===== config.mk =====
export PLATFORM = sky130hd
export DESIGN_NAME = osc_ctrl
export DESIGN_NICKNAME = d
export VERILOG_FILES = /design/src/core/osc_pkg.sv /design/src/core/osc_ctrl.sv
export SDC_FILE = /design/constraint.sdc
export NUM_CORES = 1
export LEC_CHECK = 0
export BUFFER_PORTS_ARGS = -buffer_cell sky130_fd_sc_hd__buf_4
export CORE_ASPECT_RATIO = 0.7
export CORE_MARGIN = 4
export CORE_UTILIZATION = 46
export CTS_BUF_LIST = sky130_fd_sc_hd__clkbuf_2 sky130_fd_sc_hd__clkbuf_4 sky130_fd_sc_hd__clkbuf_8
export CTS_CLUSTER_SIZE = 8
export DETAILED_ROUTE_END_ITERATION = 8
export GPL_TIMING_DRIVEN = 0
export PLACE_DENSITY = 0.71
export RECOVER_POWER = 100
export SYNTH_ARGS = -nofsm -noshare
export SYNTH_HDL_FRONTEND = slang
export SYNTH_SLANG_ARGS = --single-unit

===== constraint.sdc =====
create_clock -name mclk -period 3.8 [get_ports mclk]
set_input_delay 0.76 -clock mclk [delete_from_list [all_inputs] [get_ports mclk]]
set_output_delay 0.76 -clock mclk [all_outputs]
set_load 0.005 [all_outputs]

===== src/core/osc_pkg.sv =====
// Constants, field layout and carrier types for the oscillator control block
package osc_pkg;
   // ------------------------------------------------------------
   // Register bus
   // ------------------------------------------------------------
   localparam int OSC_AW = 4;
   localparam logic [3:0] OSC_CTRL_IDX = 4'h0;
   localparam logic [3:0] OSC_KEY_IDX = 4'h1;
   // Arbitrary unlock key values
   localparam logic [31:0] OSC_KEY1 = 32'hA5A50F0F;
   localparam logic [31:0] OSC_KEY2 = 32'h5A5AF0F0;
   // ------------------------------------------------------------
   // Field positions of the control register
   // ------------------------------------------------------------
   localparam int OSC_PLL_OUTPUT_DIVIDER_LSB = 27;
   localparam int OSC_FAST_RC_DIVIDER_LSB = 24;
   localparam int OSC_SECONDARY_OSC_READY_BIT = 22;
   localparam int OSC_BUSRDY_BIT = 21;
   localparam int OSC_BUSDIV_LSB = 19;
   localparam int OSC_PLL_MULTIPLIER_LSB = 16;
   localparam int OSC_CURRENT_SOURCE_LSB = 12;
   localparam int OSC_NEW_SOURCE_LSB = 8;
   localparam int OSC_LOCK_BIT = 7;
   localparam int OSC_USB_PLL_LOCKED_BIT = 6;
   localparam int OSC_MAIN_PLL_LOCKED_BIT = 5;
   localparam int OSC_SLEEP_ON_WAIT_BIT = 4;
   localparam int OSC_CF_BIT = 3;
   localparam int OSC_UFRC_BIT = 2;
   localparam int OSC_SECONDARY_OSC_ENABLE_BIT = 1;
   localparam int OSC_SWITCH_REQUEST_BIT = 0;
   // ------------------------------------------------------------
   // Fixed reset values
   // ------------------------------------------------------------
   localparam logic [2:0] OSC_FAST_RC_DIVIDER_RST = 3'h1;
   localparam logic [1:0] OSC_BUSDIV_RST = 2'h3;
   // ------------------------------------------------------------
   // Clock source codes
   // ------------------------------------------------------------
   localparam logic [2:0] OSC_SRC_FRC = 3'h0;
   localparam logic [2:0] OSC_SRC_FAST_RC_VIA_PLL = 3'h1;
   localparam logic [2:0] OSC_SRC_PRI = 3'h2;
   localparam logic [2:0] OSC_SRC_PRIPLL = 3'h3;
   localparam logic [2:0] OSC_SRC_SEC = 3'h4;
   localparam logic [2:0] OSC_SRC_LOW_POWER_RC_OSC = 3'h5;
   localparam logic [2:0] OSC_SRC_FRC16 = 3'h6;
   localparam logic [2:0] OSC_SRC_FAST_RC_DIVIDER = 3'h7;
   // ------------------------------------------------------------
   // Timing
   // ------------------------------------------------------------
   localparam int OSC_CLK_MHZ = 10;
   localparam int OSC_BUS_DIV_SETTLE_NS = 800;
   localparam int OSC_BUS_DIV_CYC = (OSC_BUS_DIV_SETTLE_NS * OSC_CLK_MHZ + 999) / 1000;
   // ------------------------------------------------------------
   // Carrier types
   // ------------------------------------------------------------
   typedef struct packed {
      logic [2:0] initial_source;
      logic [1:0] switch_monitor;
      logic [2:0] pll_odiv;
      logic [2:0] pll_mult;
      logic [1:0] bus_div;
      logic sosc_en;
   } osc_cfg_t;
   typedef struct packed {
      logic sosc_running;
      logic main_pll_lock;
      logic usb_pll_lock;
      logic primary_ready;
      logic clock_fail;
   } osc_stat_t;
   typedef struct packed {
      logic [2:0] source;
      logic [4:0] pll_mult_factor;
      logic [8:0] pll_out_div_factor;
      logic [8:0] frc_div_factor;
      logic [3:0] bus_div_factor;
      logic sosc_on;
      logic usb_clk_from_frc;
   } osc_clk_t;
   typedef enum logic [1:0] {OSC_SHUT, OSC_KEYED, OSC_OPEN} osc_unlock_t;
endpackage


===== src/core/osc_ctrl.sv =====
// Oscillator control register, clock source switch and clock settings
//
// What this block does
// RQ1 - PLL output divider codes give 1..256
// RQ2 - Fast RC divider codes give 1..256
// RQ3 - Secondary ready flag follows stable oscillator
// RQ4 - Bus divisor writable only while ready flag
// RQ5 - Bus clock divided by 1,2,4,8
// RQ6 - PLL multiplier codes give 15..24
// RQ7 - Current source field reports active source
// RQ8 - New source field uses same encoding
// RQ9 - New source loaded from configuration at reset
// RQ10 - Lock bit freezes selections when monitor disabled
// RQ11 - Monitor enabled means selections never locked
// RQ12 - USB PLL lock flag follows USB PLL
// RQ13 - Main PLL lock flag follows main PLL
// RQ14 - Wait enters Sleep or Idle by bit
// RQ15 - Clock fail flag set by fail monitor
// RQ16 - Writes ignored without prior unlock sequence
// RQ17 - USB bits exist only on USB variants
// RQ18 - Unimplemented bits read as zero
// RQ19 - Switch request cleared when switch completes
// RQ20 - Secondary enable bit turns oscillator on
// RQ21 - USB fast RC bit picks USB clock
// RQ22 - Switch only after target source ready
// RQ23 - Locked selections reject switch and changes
//
// Decided for this implementation: the address-and-strobe port and the register offsets.
`timescale 1ns/10ps
module osc_ctrl
   import osc_pkg::*;
#(
   parameter bit USB_VARIANT = 1'b1,
   parameter int BUS_SETTLE = OSC_BUS_DIV_CYC
) (
   input wire logic mclk,
   input wire logic nrst,
   input wire logic clk_en,
   input wire logic [OSC_AW-1:0] addr,
   input wire logic [31:0] wdata,
   input wire logic wr,
   input wire logic rd,
   output logic [31:0] rdata,
   input wire osc_cfg_t cfg,
   input wire osc_stat_t stat_in,
   input wire logic wait_exec,
   output osc_clk_t clk_sel,
   output logic switch_busy,
   output logic sleep_entry,
   output logic idle_entry
);
   // ------------------------------------------------------------
   // Reset release and input synchronisers
   // ------------------------------------------------------------
   logic rst_s1;
   logic rst_n;
   osc_stat_t stat_s1;
   osc_stat_t stat_s;

   always_ff @(posedge mclk or negedge nrst) begin
      if (!nrst) begin
         rst_s1 <= 1'b0;
         rst_n <= 1'b0;
      end else begin
         rst_s1 <= 1'b1;
         rst_n <= rst_s1;
      end
   end

   always_ff @(posedge mclk or negedge rst_n) begin
      if (!rst_n) begin
         stat_s1 <= '0;
         stat_s <= '0;
      end else if (clk_en) begin
         stat_s1 <= stat_in;
         stat_s <= stat_s1;
      end
   end

   // ------------------------------------------------------------
   // Decode helpers
   // ------------------------------------------------------------
   function automatic logic [8:0] div_factor(input logic [2:0] code);
      case (code)
         3'h0: div_factor = 9'h001;
         3'h1: div_factor = 9'h002;
         3'h2: div_factor = 9'h004;
         3'h3: div_factor = 9'h008;
         3'h4: div_factor = 9'h010;
         3'h5: div_factor = 9'h020;
         3'h6: div_factor = 9'h040;
         default: div_factor = 9'h100;
      endcase
   endfunction

   function automatic logic [4:0] mult_factor(input logic [2:0] code);
      if (code == 3'h7) begin
         mult_factor = 5'h18;
      end else begin
         mult_factor = 5'h0F + {2'h0, code};
      end
   endfunction

   // ------------------------------------------------------------
   // Register state
   // ------------------------------------------------------------
   logic cfg_loaded;
   osc_cfg_t cfg_q;
   logic [2:0] pll_odiv;
   logic [2:0] frc_div;
   logic [1:0] bus_div;
   logic [2:0] pll_mult;
   logic [2:0] current_source;
   logic [2:0] new_source;
   logic selection_lock;
   logic sleep_on_wait;
   logic clock_fail_flag;
   logic usb_fast_rc_select;
   logic secondary_osc_enable;
   logic switch_request;
   logic [7:0] settle_cnt;
   osc_unlock_t unlock_st;
   logic [31:0] word;

   wire logic unlocked = (unlock_st == OSC_OPEN);
   wire logic ctrl_wr = clk_en && wr && (addr == OSC_CTRL_IDX);
   wire logic key_wr = clk_en && wr && (addr == OSC_KEY_IDX);
   wire logic ctrl_ok = ctrl_wr && unlocked && cfg_loaded; // see RQ16
   wire logic sel_locked = selection_lock && cfg_q.switch_monitor[1];
   wire logic bus_divisor_ready = (settle_cnt == 8'h00);
   wire logic sec_ready = stat_s.sosc_running && secondary_osc_enable;
   wire logic usb_locked = USB_VARIANT && stat_s.usb_pll_lock;
   logic src_ready;
   wire logic switch_done = switch_request && src_ready;
   wire logic switch_set = ctrl_ok && !sel_locked && wdata[OSC_SWITCH_REQUEST_BIT];

   // ------------------------------------------------------------
   // Unlock sequence
   // ------------------------------------------------------------
   always_ff @(posedge mclk or negedge rst_n) begin
      if (!rst_n) begin
         unlock_st <= OSC_SHUT;
      end else if (clk_en && wr) begin
         case (unlock_st)
            OSC_SHUT: begin
               unlock_st <= (key_wr && wdata == OSC_KEY1) ? OSC_KEYED : OSC_SHUT;
            end
            OSC_KEYED: begin
               unlock_st <= (key_wr && wdata == OSC_KEY2) ? OSC_OPEN : OSC_SHUT;
            end
            default: begin
               unlock_st <= OSC_SHUT; // see RQ16
            end
         endcase
      end
   end

   // ------------------------------------------------------------
   // Configuration capture after reset release
   // ------------------------------------------------------------
   always_ff @(posedge mclk or negedge rst_n) begin
      if (!rst_n) begin
         cfg_loaded <= 1'b0;
         cfg_q <= '0;
      end else if (clk_en && !cfg_loaded) begin
         cfg_loaded <= 1'b1;
         cfg_q <= cfg;
      end
   end

   // ------------------------------------------------------------
   // Clock and PLL selections
   // ------------------------------------------------------------
   always_ff @(posedge mclk or negedge rst_n) begin
      if (!rst_n) begin
         pll_odiv <= '0;
         pll_mult <= '0;
         new_source <= '0;
         selection_lock <= 1'b0;
      end else if (clk_en && !cfg_loaded) begin
         pll_odiv <= cfg.pll_odiv;
         pll_mult <= cfg.pll_mult;
         new_source <= cfg.initial_source; // see RQ9
      end else if (ctrl_ok) begin
         selection_lock <= wdata[OSC_LOCK_BIT];
         if (!sel_locked) begin // see RQ10 see RQ11 see RQ23
            pll_odiv <= wdata[OSC_PLL_OUTPUT_DIVIDER_LSB +: 3];
            pll_mult <= wdata[OSC_PLL_MULTIPLIER_LSB +: 3];
            new_source <= wdata[OSC_NEW_SOURCE_LSB +: 3]; // see RQ8
         end
      end
   end

   // ------------------------------------------------------------
   // Plain control bits
   // ------------------------------------------------------------
   always_ff @(posedge mclk or negedge rst_n) begin
      if (!rst_n) begin
         frc_div <= OSC_FAST_RC_DIVIDER_RST; // see RQ2
         sleep_on_wait <= 1'b0;
         usb_fast_rc_select <= 1'b0;
         secondary_osc_enable <= 1'b0;
      end else if (clk_en && !cfg_loaded) begin
         secondary_osc_enable <= cfg.sosc_en;
      end else if (ctrl_ok) begin
         frc_div <= wdata[OSC_FAST_RC_DIVIDER_LSB +: 3];
         sleep_on_wait <= wdata[OSC_SLEEP_ON_WAIT_BIT];
         usb_fast_rc_select <= USB_VARIANT && wdata[OSC_UFRC_BIT]; // see RQ17
         secondary_osc_enable <= wdata[OSC_SECONDARY_OSC_ENABLE_BIT]; // see RQ20
      end
   end

   // ------------------------------------------------------------
   // Peripheral bus divisor and its ready flag
   // ------------------------------------------------------------
   wire logic bus_wr = ctrl_ok && bus_divisor_ready &&
      (wdata[OSC_BUSDIV_LSB +: 2] != bus_div);

   always_ff @(posedge mclk or negedge rst_n) begin
      if (!rst_n) begin
         bus_div <= OSC_BUSDIV_RST; // see RQ5
         settle_cnt <= 8'h00;
      end else if (clk_en && !cfg_loaded) begin
         bus_div <= cfg.bus_div;
      end else if (bus_wr) begin
         bus_div <= wdata[OSC_BUSDIV_LSB +: 2]; // see RQ4
         settle_cnt <= 8'(BUS_SETTLE);
      end else if (clk_en && !bus_divisor_ready) begin
         settle_cnt <= settle_cnt - 8'h01;
      end
   end

   // ------------------------------------------------------------
   // Clock switch
   // ------------------------------------------------------------
   always_comb begin
      case (new_source)
         OSC_SRC_FAST_RC_VIA_PLL: src_ready = stat_s.main_pll_lock;
         OSC_SRC_PRI: src_ready = stat_s.primary_ready;
         OSC_SRC_PRIPLL: src_ready = stat_s.primary_ready && stat_s.main_pll_lock;
         OSC_SRC_SEC: src_ready = sec_ready;
         default: src_ready = 1'b1;
      endcase
   end

   always_ff @(posedge mclk or negedge rst_n) begin
      if (!rst_n) begin
         switch_request <= 1'b0;
         current_source <= '0;
      end else if (clk_en && !cfg_loaded) begin
         current_source <= cfg.initial_source;
      end else if (clk_en) begin
         if (switch_done && !sel_locked) begin
            current_source <= new_source; // see RQ22 see RQ7
         end
         if (switch_set) begin
            switch_request <= 1'b1;
         end else if (switch_done || sel_locked) begin
            switch_request <= 1'b0; // see RQ19
         end
      end
   end

   // ------------------------------------------------------------
   // Clock fail flag
   // ------------------------------------------------------------
   always_ff @(posedge mclk or negedge rst_n) begin
      if (!rst_n) begin
         clock_fail_flag <= 1'b0;
      end else if (clk_en) begin
         if (stat_s.clock_fail) begin
            clock_fail_flag <= 1'b1; // see RQ15
         end else if (ctrl_ok && !wdata[OSC_CF_BIT]) begin
            clock_fail_flag <= 1'b0;
         end
      end
   end

   // ------------------------------------------------------------
   // Wait handling and clock settings out
   // ------------------------------------------------------------
   always_ff @(posedge mclk or negedge rst_n) begin
      if (!rst_n) begin
         sleep_entry <= 1'b0;
         idle_entry <= 1'b0;
      end else if (clk_en) begin
         sleep_entry <= wait_exec && sleep_on_wait; // see RQ14
         idle_entry <= wait_exec && !sleep_on_wait;
      end
   end

   always_ff @(posedge mclk or negedge rst_n) begin
      if (!rst_n) begin
         clk_sel <= '0;
         switch_busy <= 1'b0;
      end else if (clk_en) begin
         clk_sel.source <= current_source;
         clk_sel.pll_mult_factor <= mult_factor(pll_mult); // see RQ6
         clk_sel.pll_out_div_factor <= div_factor(pll_odiv); // see RQ1
         clk_sel.frc_div_factor <= div_factor(frc_div); // see RQ2
         clk_sel.bus_div_factor <= 4'h1 << bus_div; // see RQ5
         clk_sel.sosc_on <= secondary_osc_enable; // see RQ20
         clk_sel.usb_clk_from_frc <= usb_fast_rc_select; // see RQ21
         switch_busy <= switch_request;
      end
   end

   // ------------------------------------------------------------
   // Read path
   // ------------------------------------------------------------
   always_comb begin
      word = 32'h00000000; // see RQ18
      word[OSC_PLL_OUTPUT_DIVIDER_LSB +: 3] = pll_odiv;
      word[OSC_FAST_RC_DIVIDER_LSB +: 3] = frc_div;
      word[OSC_SECONDARY_OSC_READY_BIT] = sec_ready; // see RQ3
      word[OSC_BUSRDY_BIT] = bus_divisor_ready; // see RQ4
      word[OSC_BUSDIV_LSB +: 2] = bus_div;
      word[OSC_PLL_MULTIPLIER_LSB +: 3] = pll_mult;
      word[OSC_CURRENT_SOURCE_LSB +: 3] = current_source; // see RQ7
      word[OSC_NEW_SOURCE_LSB +: 3] = new_source;
      word[OSC_LOCK_BIT] = selection_lock;
      word[OSC_USB_PLL_LOCKED_BIT] = usb_locked; // see RQ12 see RQ17
      word[OSC_MAIN_PLL_LOCKED_BIT] = stat_s.main_pll_lock; // see RQ13
      word[OSC_SLEEP_ON_WAIT_BIT] = sleep_on_wait;
      word[OSC_CF_BIT] = clock_fail_flag;
      word[OSC_UFRC_BIT] = usb_fast_rc_select;
      word[OSC_SECONDARY_OSC_ENABLE_BIT] = secondary_osc_enable;
      word[OSC_SWITCH_REQUEST_BIT] = switch_request;
   end

   always_ff @(posedge mclk or negedge rst_n) begin
      if (!rst_n) begin
         rdata <= 32'h00000000;
      end else if (clk_en) begin
         if (rd && addr == OSC_CTRL_IDX) begin
            rdata <= word;
         end else begin
            rdata <= 32'h00000000;
         end
      end
   end
endmodule


; After elaboration in Yosys (flattened, before gate mapping)
; Index checks and enable logic that the tools add are counted.
[totals]
input_bits = 61
out_inout_bits = 67
regBits = 115
[op_classes]
n_reduce_logical = 46
mux = 30
n_bitwise = 1
add_sub_neg = 2
eq_ne = 24
shift = 1
[op_table]
columns = operator, count
row1 = case mux 9 bit (7 select lines), 2
row2 = 2-to-1 mux 3 bit, 12
row3 = "equality test 32 x 31 -> 1 bit, second input constant", 1
row4 = "equality test 32 bit, second input constant", 1
row5 = 2-to-1 mux 30 bit, 1
row6 = "equality test 3 bit, second input constant", 8
row7 = logical AND 1 bit, 22
row8 = "equality test 3 x 2 -> 1 bit, second input constant", 6
row9 = 2-to-1 mux 8 bit, 2
row10 = nonzero test 2 bit, 7
row11 = AND reduction 2 bit, 5
row12 = "equality test 3 x 1 -> 1 bit, second input constant", 3
row13 = logical NOT 8 bit, 1
row14 = "subtractor 8 x 1 -> 8 bit, second input constant", 1
row15 = 2-to-1 mux 1 bit, 7
row16 = logical NOT 3 bit, 2
row17 = 2-to-1 mux 2 bit, 3
row18 = "adder 4 x 3 -> 5 bit, first input constant", 1
row19 = logical NOT 1 bit, 5
row20 = 2-to-1 mux 5 bit, 1
row21 = "equality test 4 x 1 -> 1 bit, second input constant", 1
row22 = logical NOT 4 bit, 1
row23 = case mux 1 bit (4 select lines), 1
row24 = case mux 2 bit (2 select lines), 1
row25 = 9 further kinds, 9

; Depth between registers and ports, before layout
[logic_depth]
depth_word = 8
depth_mapped = 6
ltp_nobuf = 6

; Least setup slack after synthesis
; Ideal clock, no wire load.
[synth_path]
path_type = input -> register
startpoint = input addr[1]
endpoint = register clock_fail_flag
path_stages = 4
required_ns = 3.679
path_slack_ns = 1.743
setup_time_ns = 0.121
arrival_ns = 1.936
path_cell_list = nor3_2 -> nand3_2 -> or3b_2 -> a22o_1
[synth_via]
elab_chain_cells = 7
[synth_rtl]
columns = item, line
row1 = from (decl), osc_ctrl.sv:39  ; input wire logic [OSC_AW-1:0] addr,
row2 = logical NOT 4 bit, osc_ctrl.sv:126  ; wire logic ctrl_wr = clk_en && wr && (addr == OSC_CTRL_IDX);
row3 = logical AND 1 bit, osc_ctrl.sv:126
row4 = logical AND 1 bit (2 in series), osc_ctrl.sv:128  ; wire logic ctrl_ok = ctrl_wr && unlocked && cfg_loaded;
row5 = logical AND 1 bit, osc_ctrl.sv:273  ; end else if (ctrl_ok && !wdata[OSC_CF_BIT]) begin
row6 = nonzero test 2 bit (no line), -
row7 = AND reduction 2 bit (no line), -
row8 = to (signal assigned), osc_ctrl.sv:269  ; clock_fail_flag <= 1'b0;
row9 = to (signal assigned), osc_ctrl.sv:272  ; clock_fail_flag <= 1'b1;
row10 = to (signal assigned), osc_ctrl.sv:274  ; clock_fail_flag <= 1'b0;
row11 = to (decl), osc_ctrl.sv:117  ; logic clock_fail_flag;
; No other way between the ends.
; A chain may end at the register's enable or synchronous reset.

; Worst setup path in the final report
[layout_path]
startpoint = register settle_cnt[3]
endpoint = register settle_cnt[0]
[layout_via]
elab_chain_cells = 5
word_cells_on_any_way = 8
classes_between = 1 x mux / 7 x reduce/logical
[layout_rtl]
columns = item, line
row1 = from (decl), osc_ctrl.sv:121  ; logic [7:0] settle_cnt;
row2 = from (signal assigned), osc_ctrl.sv:227  ; settle_cnt <= 8'(BUS_SETTLE);
row3 = from (signal assigned), osc_ctrl.sv:229  ; settle_cnt <= settle_cnt - 8'h01;
row4 = logical NOT 8 bit (*), osc_ctrl.sv:130  ; wire logic bus_divisor_ready = (settle_cnt == 8'h00);
row5 = logical AND 1 bit / logical NOT 1 bit (equally long branches), "osc_ctrl.sv:216, osc_ctrl.sv:228"
row6 = "logical AND 1 bit, on equally long branches", "osc_ctrl.sv:216, osc_ctrl.sv:228"
row7 = nonzero test 2 bit (no line), -
row8 = AND reduction 2 bit (no line), -
; Mark *: on every way between the ends. The rest lies on a longest branch, timed or not.

==> results by group <==
Outcome
  • Outcome: finished, final reports clean

Clock network
  • TritonCTS clock tree: done
  • Clk sinks: 107
  • CTS Buffer Depth: 2
  • Total setup buffers inserted after CTS: 0
  • H-tree depth: 3
  • Clock root buffer: clkbuf_8
  • Clock transition at path regs: 100 ps
  • Cts repair resizes: 0
  • Total CTS buffers: 9
  • Worst-Skew Late Latency: roughly 370 ps
  • # hold bufs at CTS: 0

Timing
  • Worst hold slack: 157 ps
  • Final setup vio count: 0
  • Final period util: 71.6%
  • Worst-margin pin slew: roughly 1500 ps
  • Highest clock rate: 0.368 GHz
  • Min cycle time layout: 2720 ps
  • Worst slew margin: 1.96%
  • RSZ-0062 raised after global routing: no
  • Hold Fails Final Rpt: 0
  • Fin. max-slew vios: 0
  • Worst Skew: 15.4 ps

Yosys
  • Distinct cells, synth: 57
  • Area leader, netlist: dfrtp_1
  • Yosys top cell area share: 53.8%
  • XOR/XNOR Fraction of Synth Area: 0.905%
  • Synth warn: 0
  • Largest family of logic cells by synthesized area: simple AND/OR/NAND/NOR gates
  • Adder-cell share of the synthesized area: less than 1%
  • Seq/Total Area, Yosys: 55.4%
  • Post-synthesis register bit count: 107
  • EDFF count, synth: 0
  • Compound-Gate Fraction of Synth Area: between 10% and 20%
  • Async S/R FF share, synth: 100%
  • Synth top area cells: dfrtp_1 (54%), mux2_2 (7.0%), inv_1 (4.3%)
  • Post-synthesis simple-gate area fraction: 15.1%
  • Post-synthesis mux area share: 9.67%
  • Mapped Cells: 456
  • Dominant synthesized flop cell: dfrtp_1
  • Synthesized area: around 4800 um2
  • Mean Syn Cell Area: ~11 um2

Worst setup path
  • Worst setup EP type: flip-flop
  • Worst path arrival time: slightly below 3000 ps
  • CP Launch Type: flip-flop
  • Critical path class: flip-flop to flip-flop
  • Reg2reg setup slack: 1080 ps
  • Crit path from: settle_cnt[3]
  • Required @ worst endpoint: 4060 ps
  • Worst Reg-to-Reg Cells: 5
  • Reg2reg end: settle_cnt[0]
  • RR Startpoint: settle_cnt[3]
  • Critical Path Fanout Max: 8

Power and ir drop
  • LEAKAGE: approximately 0.0028 uW
  • Maximum VDD drop: 0.243 mV
  • Power density over cell area: 375 nW/um2

Final layout
  • Final net count: about 660
  • Layout cell share with drive strength beyond 1: 29.3%
  • Area of the multi-input gates: 1820 um2
  • Ant. Diodes: 0
  • Fill cells: 932
  • Sequential cell area: ~2700 um2
  • Fin util: 59.0%
  • Layout overhead on the synthesized area: 25.7%

Flow run
  • Max-Cap Viols: 0

Placed design
  • Hpwl dp: 9780 um
  • RePlAce Congestion: a little over 0.8
  • IO buf count: 119

Global routing
  • GR Overflow Total: 0
  • Largest net degree at the start of global routing: 72
  • Initial antenna violation count: 0
  • Gr usage total: between 20% and 30%
  • Vias in the first global route: ~3900
  • First-pass GRT wire length: between 20000 and 25000 um

Die
  • Die Width: 131 um
  • Core area: 10300 um2
  • Die Y: 93.8 um
  • Die area: 12300 um2
  • I/O pin cnt: ~130
  • Std cell rows: 31
  • Initial Utilization: 46.9%

Detailed routing
  • First-pass DRT Iterations: 7
  • Drt wl/cell: 17.8 um
  • Via count: 3959
  • Routed Antenna Nets: 0
  • Starting DRT DRC Count: 271
  • DRC: 0
  • Post-DR vias/cell: 5.42
  • Total wire length: 13000 um

Hold path
  • Hold Path Class: input pin to async pin
registers in the layout (all words and copies together), names as in the netlist, 2 cells and up:
signal and flops:
stat_s1 5, new_source 3, current_source 3, pll_odiv 3
frc_div 3, pll_mult 3, rdata 27, stat_s 4
bus_div 2, unlock_st 2, settle_cnt 8, clk_sel 30
cell type report:
cell class,count,share of cell area (%)
Tap cell,132,2.71
Clock buffer,9,2.04
Multi-Input combinational cell,272,29.9
Buffer,27,2.10
Sequential cell,107,44.1
Inverter,56,3.46
Timing Repair Buffer,120,14.5
Clock inverter,7,1.23
synthesized netlist by cell type, types with 2 or more instances:
cell type    n
clkbuf_1    10
mux2i_1     13
or4b_2       2
nor4_1       2
a31oi_1      4
buf_1        6
dfstp_2      3
nor4bb_1     4
nor2b_1      3
buf_2        4
dfrtp_1    104
ha_1         3
nand4_1      5
o22ai_1     22
nand4b_1     3
and4b_1      2
buf_4        7
xor2_1       4
mux2_2      30
o21ai_0     38
conb_1       2
inv_1       56
nor2_1      16
a22o_1       3
nand3_1     21
nand2b_1    12
nor4b_1      3
a21o_1       2
nand2_1     34
nand3b_1     3
a21oi_1      3
and2_1       2
o32ai_1      3
or4_1        2
nor3_1       3
cells in the final DEF (no fill, tap or decap), types with 5 or more instances in the layout:
cell      synthesis  layout
buf_4             7      63
clkbuf_1         10      29
clkbuf_4          0      53
clkbuf_8          0       9
conb_1            2       8
dfrtp_1         104     104
inv_1            56      56
mux2_2           30      30
mux2i_1          13      13
nand2_1          34      34
nand2b_1         12      12
nand3_1          21      22
nand4_1           5       5
nor2_1           16      16
nor3_1            3       5
o21ai_0          38      38
o22ai_1          22      22
cell families after synthesis:
| group | Yosys count |
|---|---|
| muxes | 43 |
| buffers and inverters | 83 |
| AOI/OAI and AO/OA | 85 |
| DFF | 107 |
| other | 2 |
| xor gates and xnor gates | 5 |
| and+or+nand+nor | 128 |
| adders and majority gates | 3 |
critical path, cell delays in order (launching register included):
cell      delay [ps]
dfrtp_1          440
or4_1            530
clkbuf_1         160
nor3_1           930
mux2i_1          270
a22o_1           290
metrics by stage:
step / std cells / setup TNS [ps] / total power [uW] / instance area (um2) / setup slack (ps)
after floorplan: 462 / 0 / 1420 / 4860 / 604
after global placement: 713 / -52040 / 1590 / 5920 / -517
final: 730 / 0 / 2280 / 6080 / 1080
after CTS: 730 / 0 / 2300 / 6150 / 1480
after global routing: 730 / 0 / 2380 / 6080 / 975
after detailed placement: 714 / 0 / 1600 / 5950 / 1070
worst max path at each step:
stage                     to  slack, ps  depth (start not counted)
4_1_cts          clk_sel[11]       1480                          5
3_5_place_dp     clk_sel[11]       1070                          5
6_report       settle_cnt[0]       1080                          5
2_1_floorplan     cfg_loaded        600                          0
3_3_place_gp     clk_sel[24]       -520                          0
5_1_grt        settle_cnt[0]        980                          5
routing by layer:
layer | GRT usage, % | vias to the layer above | wire [um]
met3 | 4.94 | 9 | 994
met5 | 0 | - | 0
li1 | - | 1839 | -
met2 | 33.5 | 148 | 5910
met1 | 31.3 | 1963 | 5980
met4 | 5.05 | 0 | 129
report_power, final:
part           switching, uW  total (uW)  internal (uW)  leakage [uW]
registers               72.0        1280           1210       0.00140
clock network            402         711            309     0.0000975
logic                    136         290            154       0.00133
Note: power is estimated with default switching activity, not from simulation.
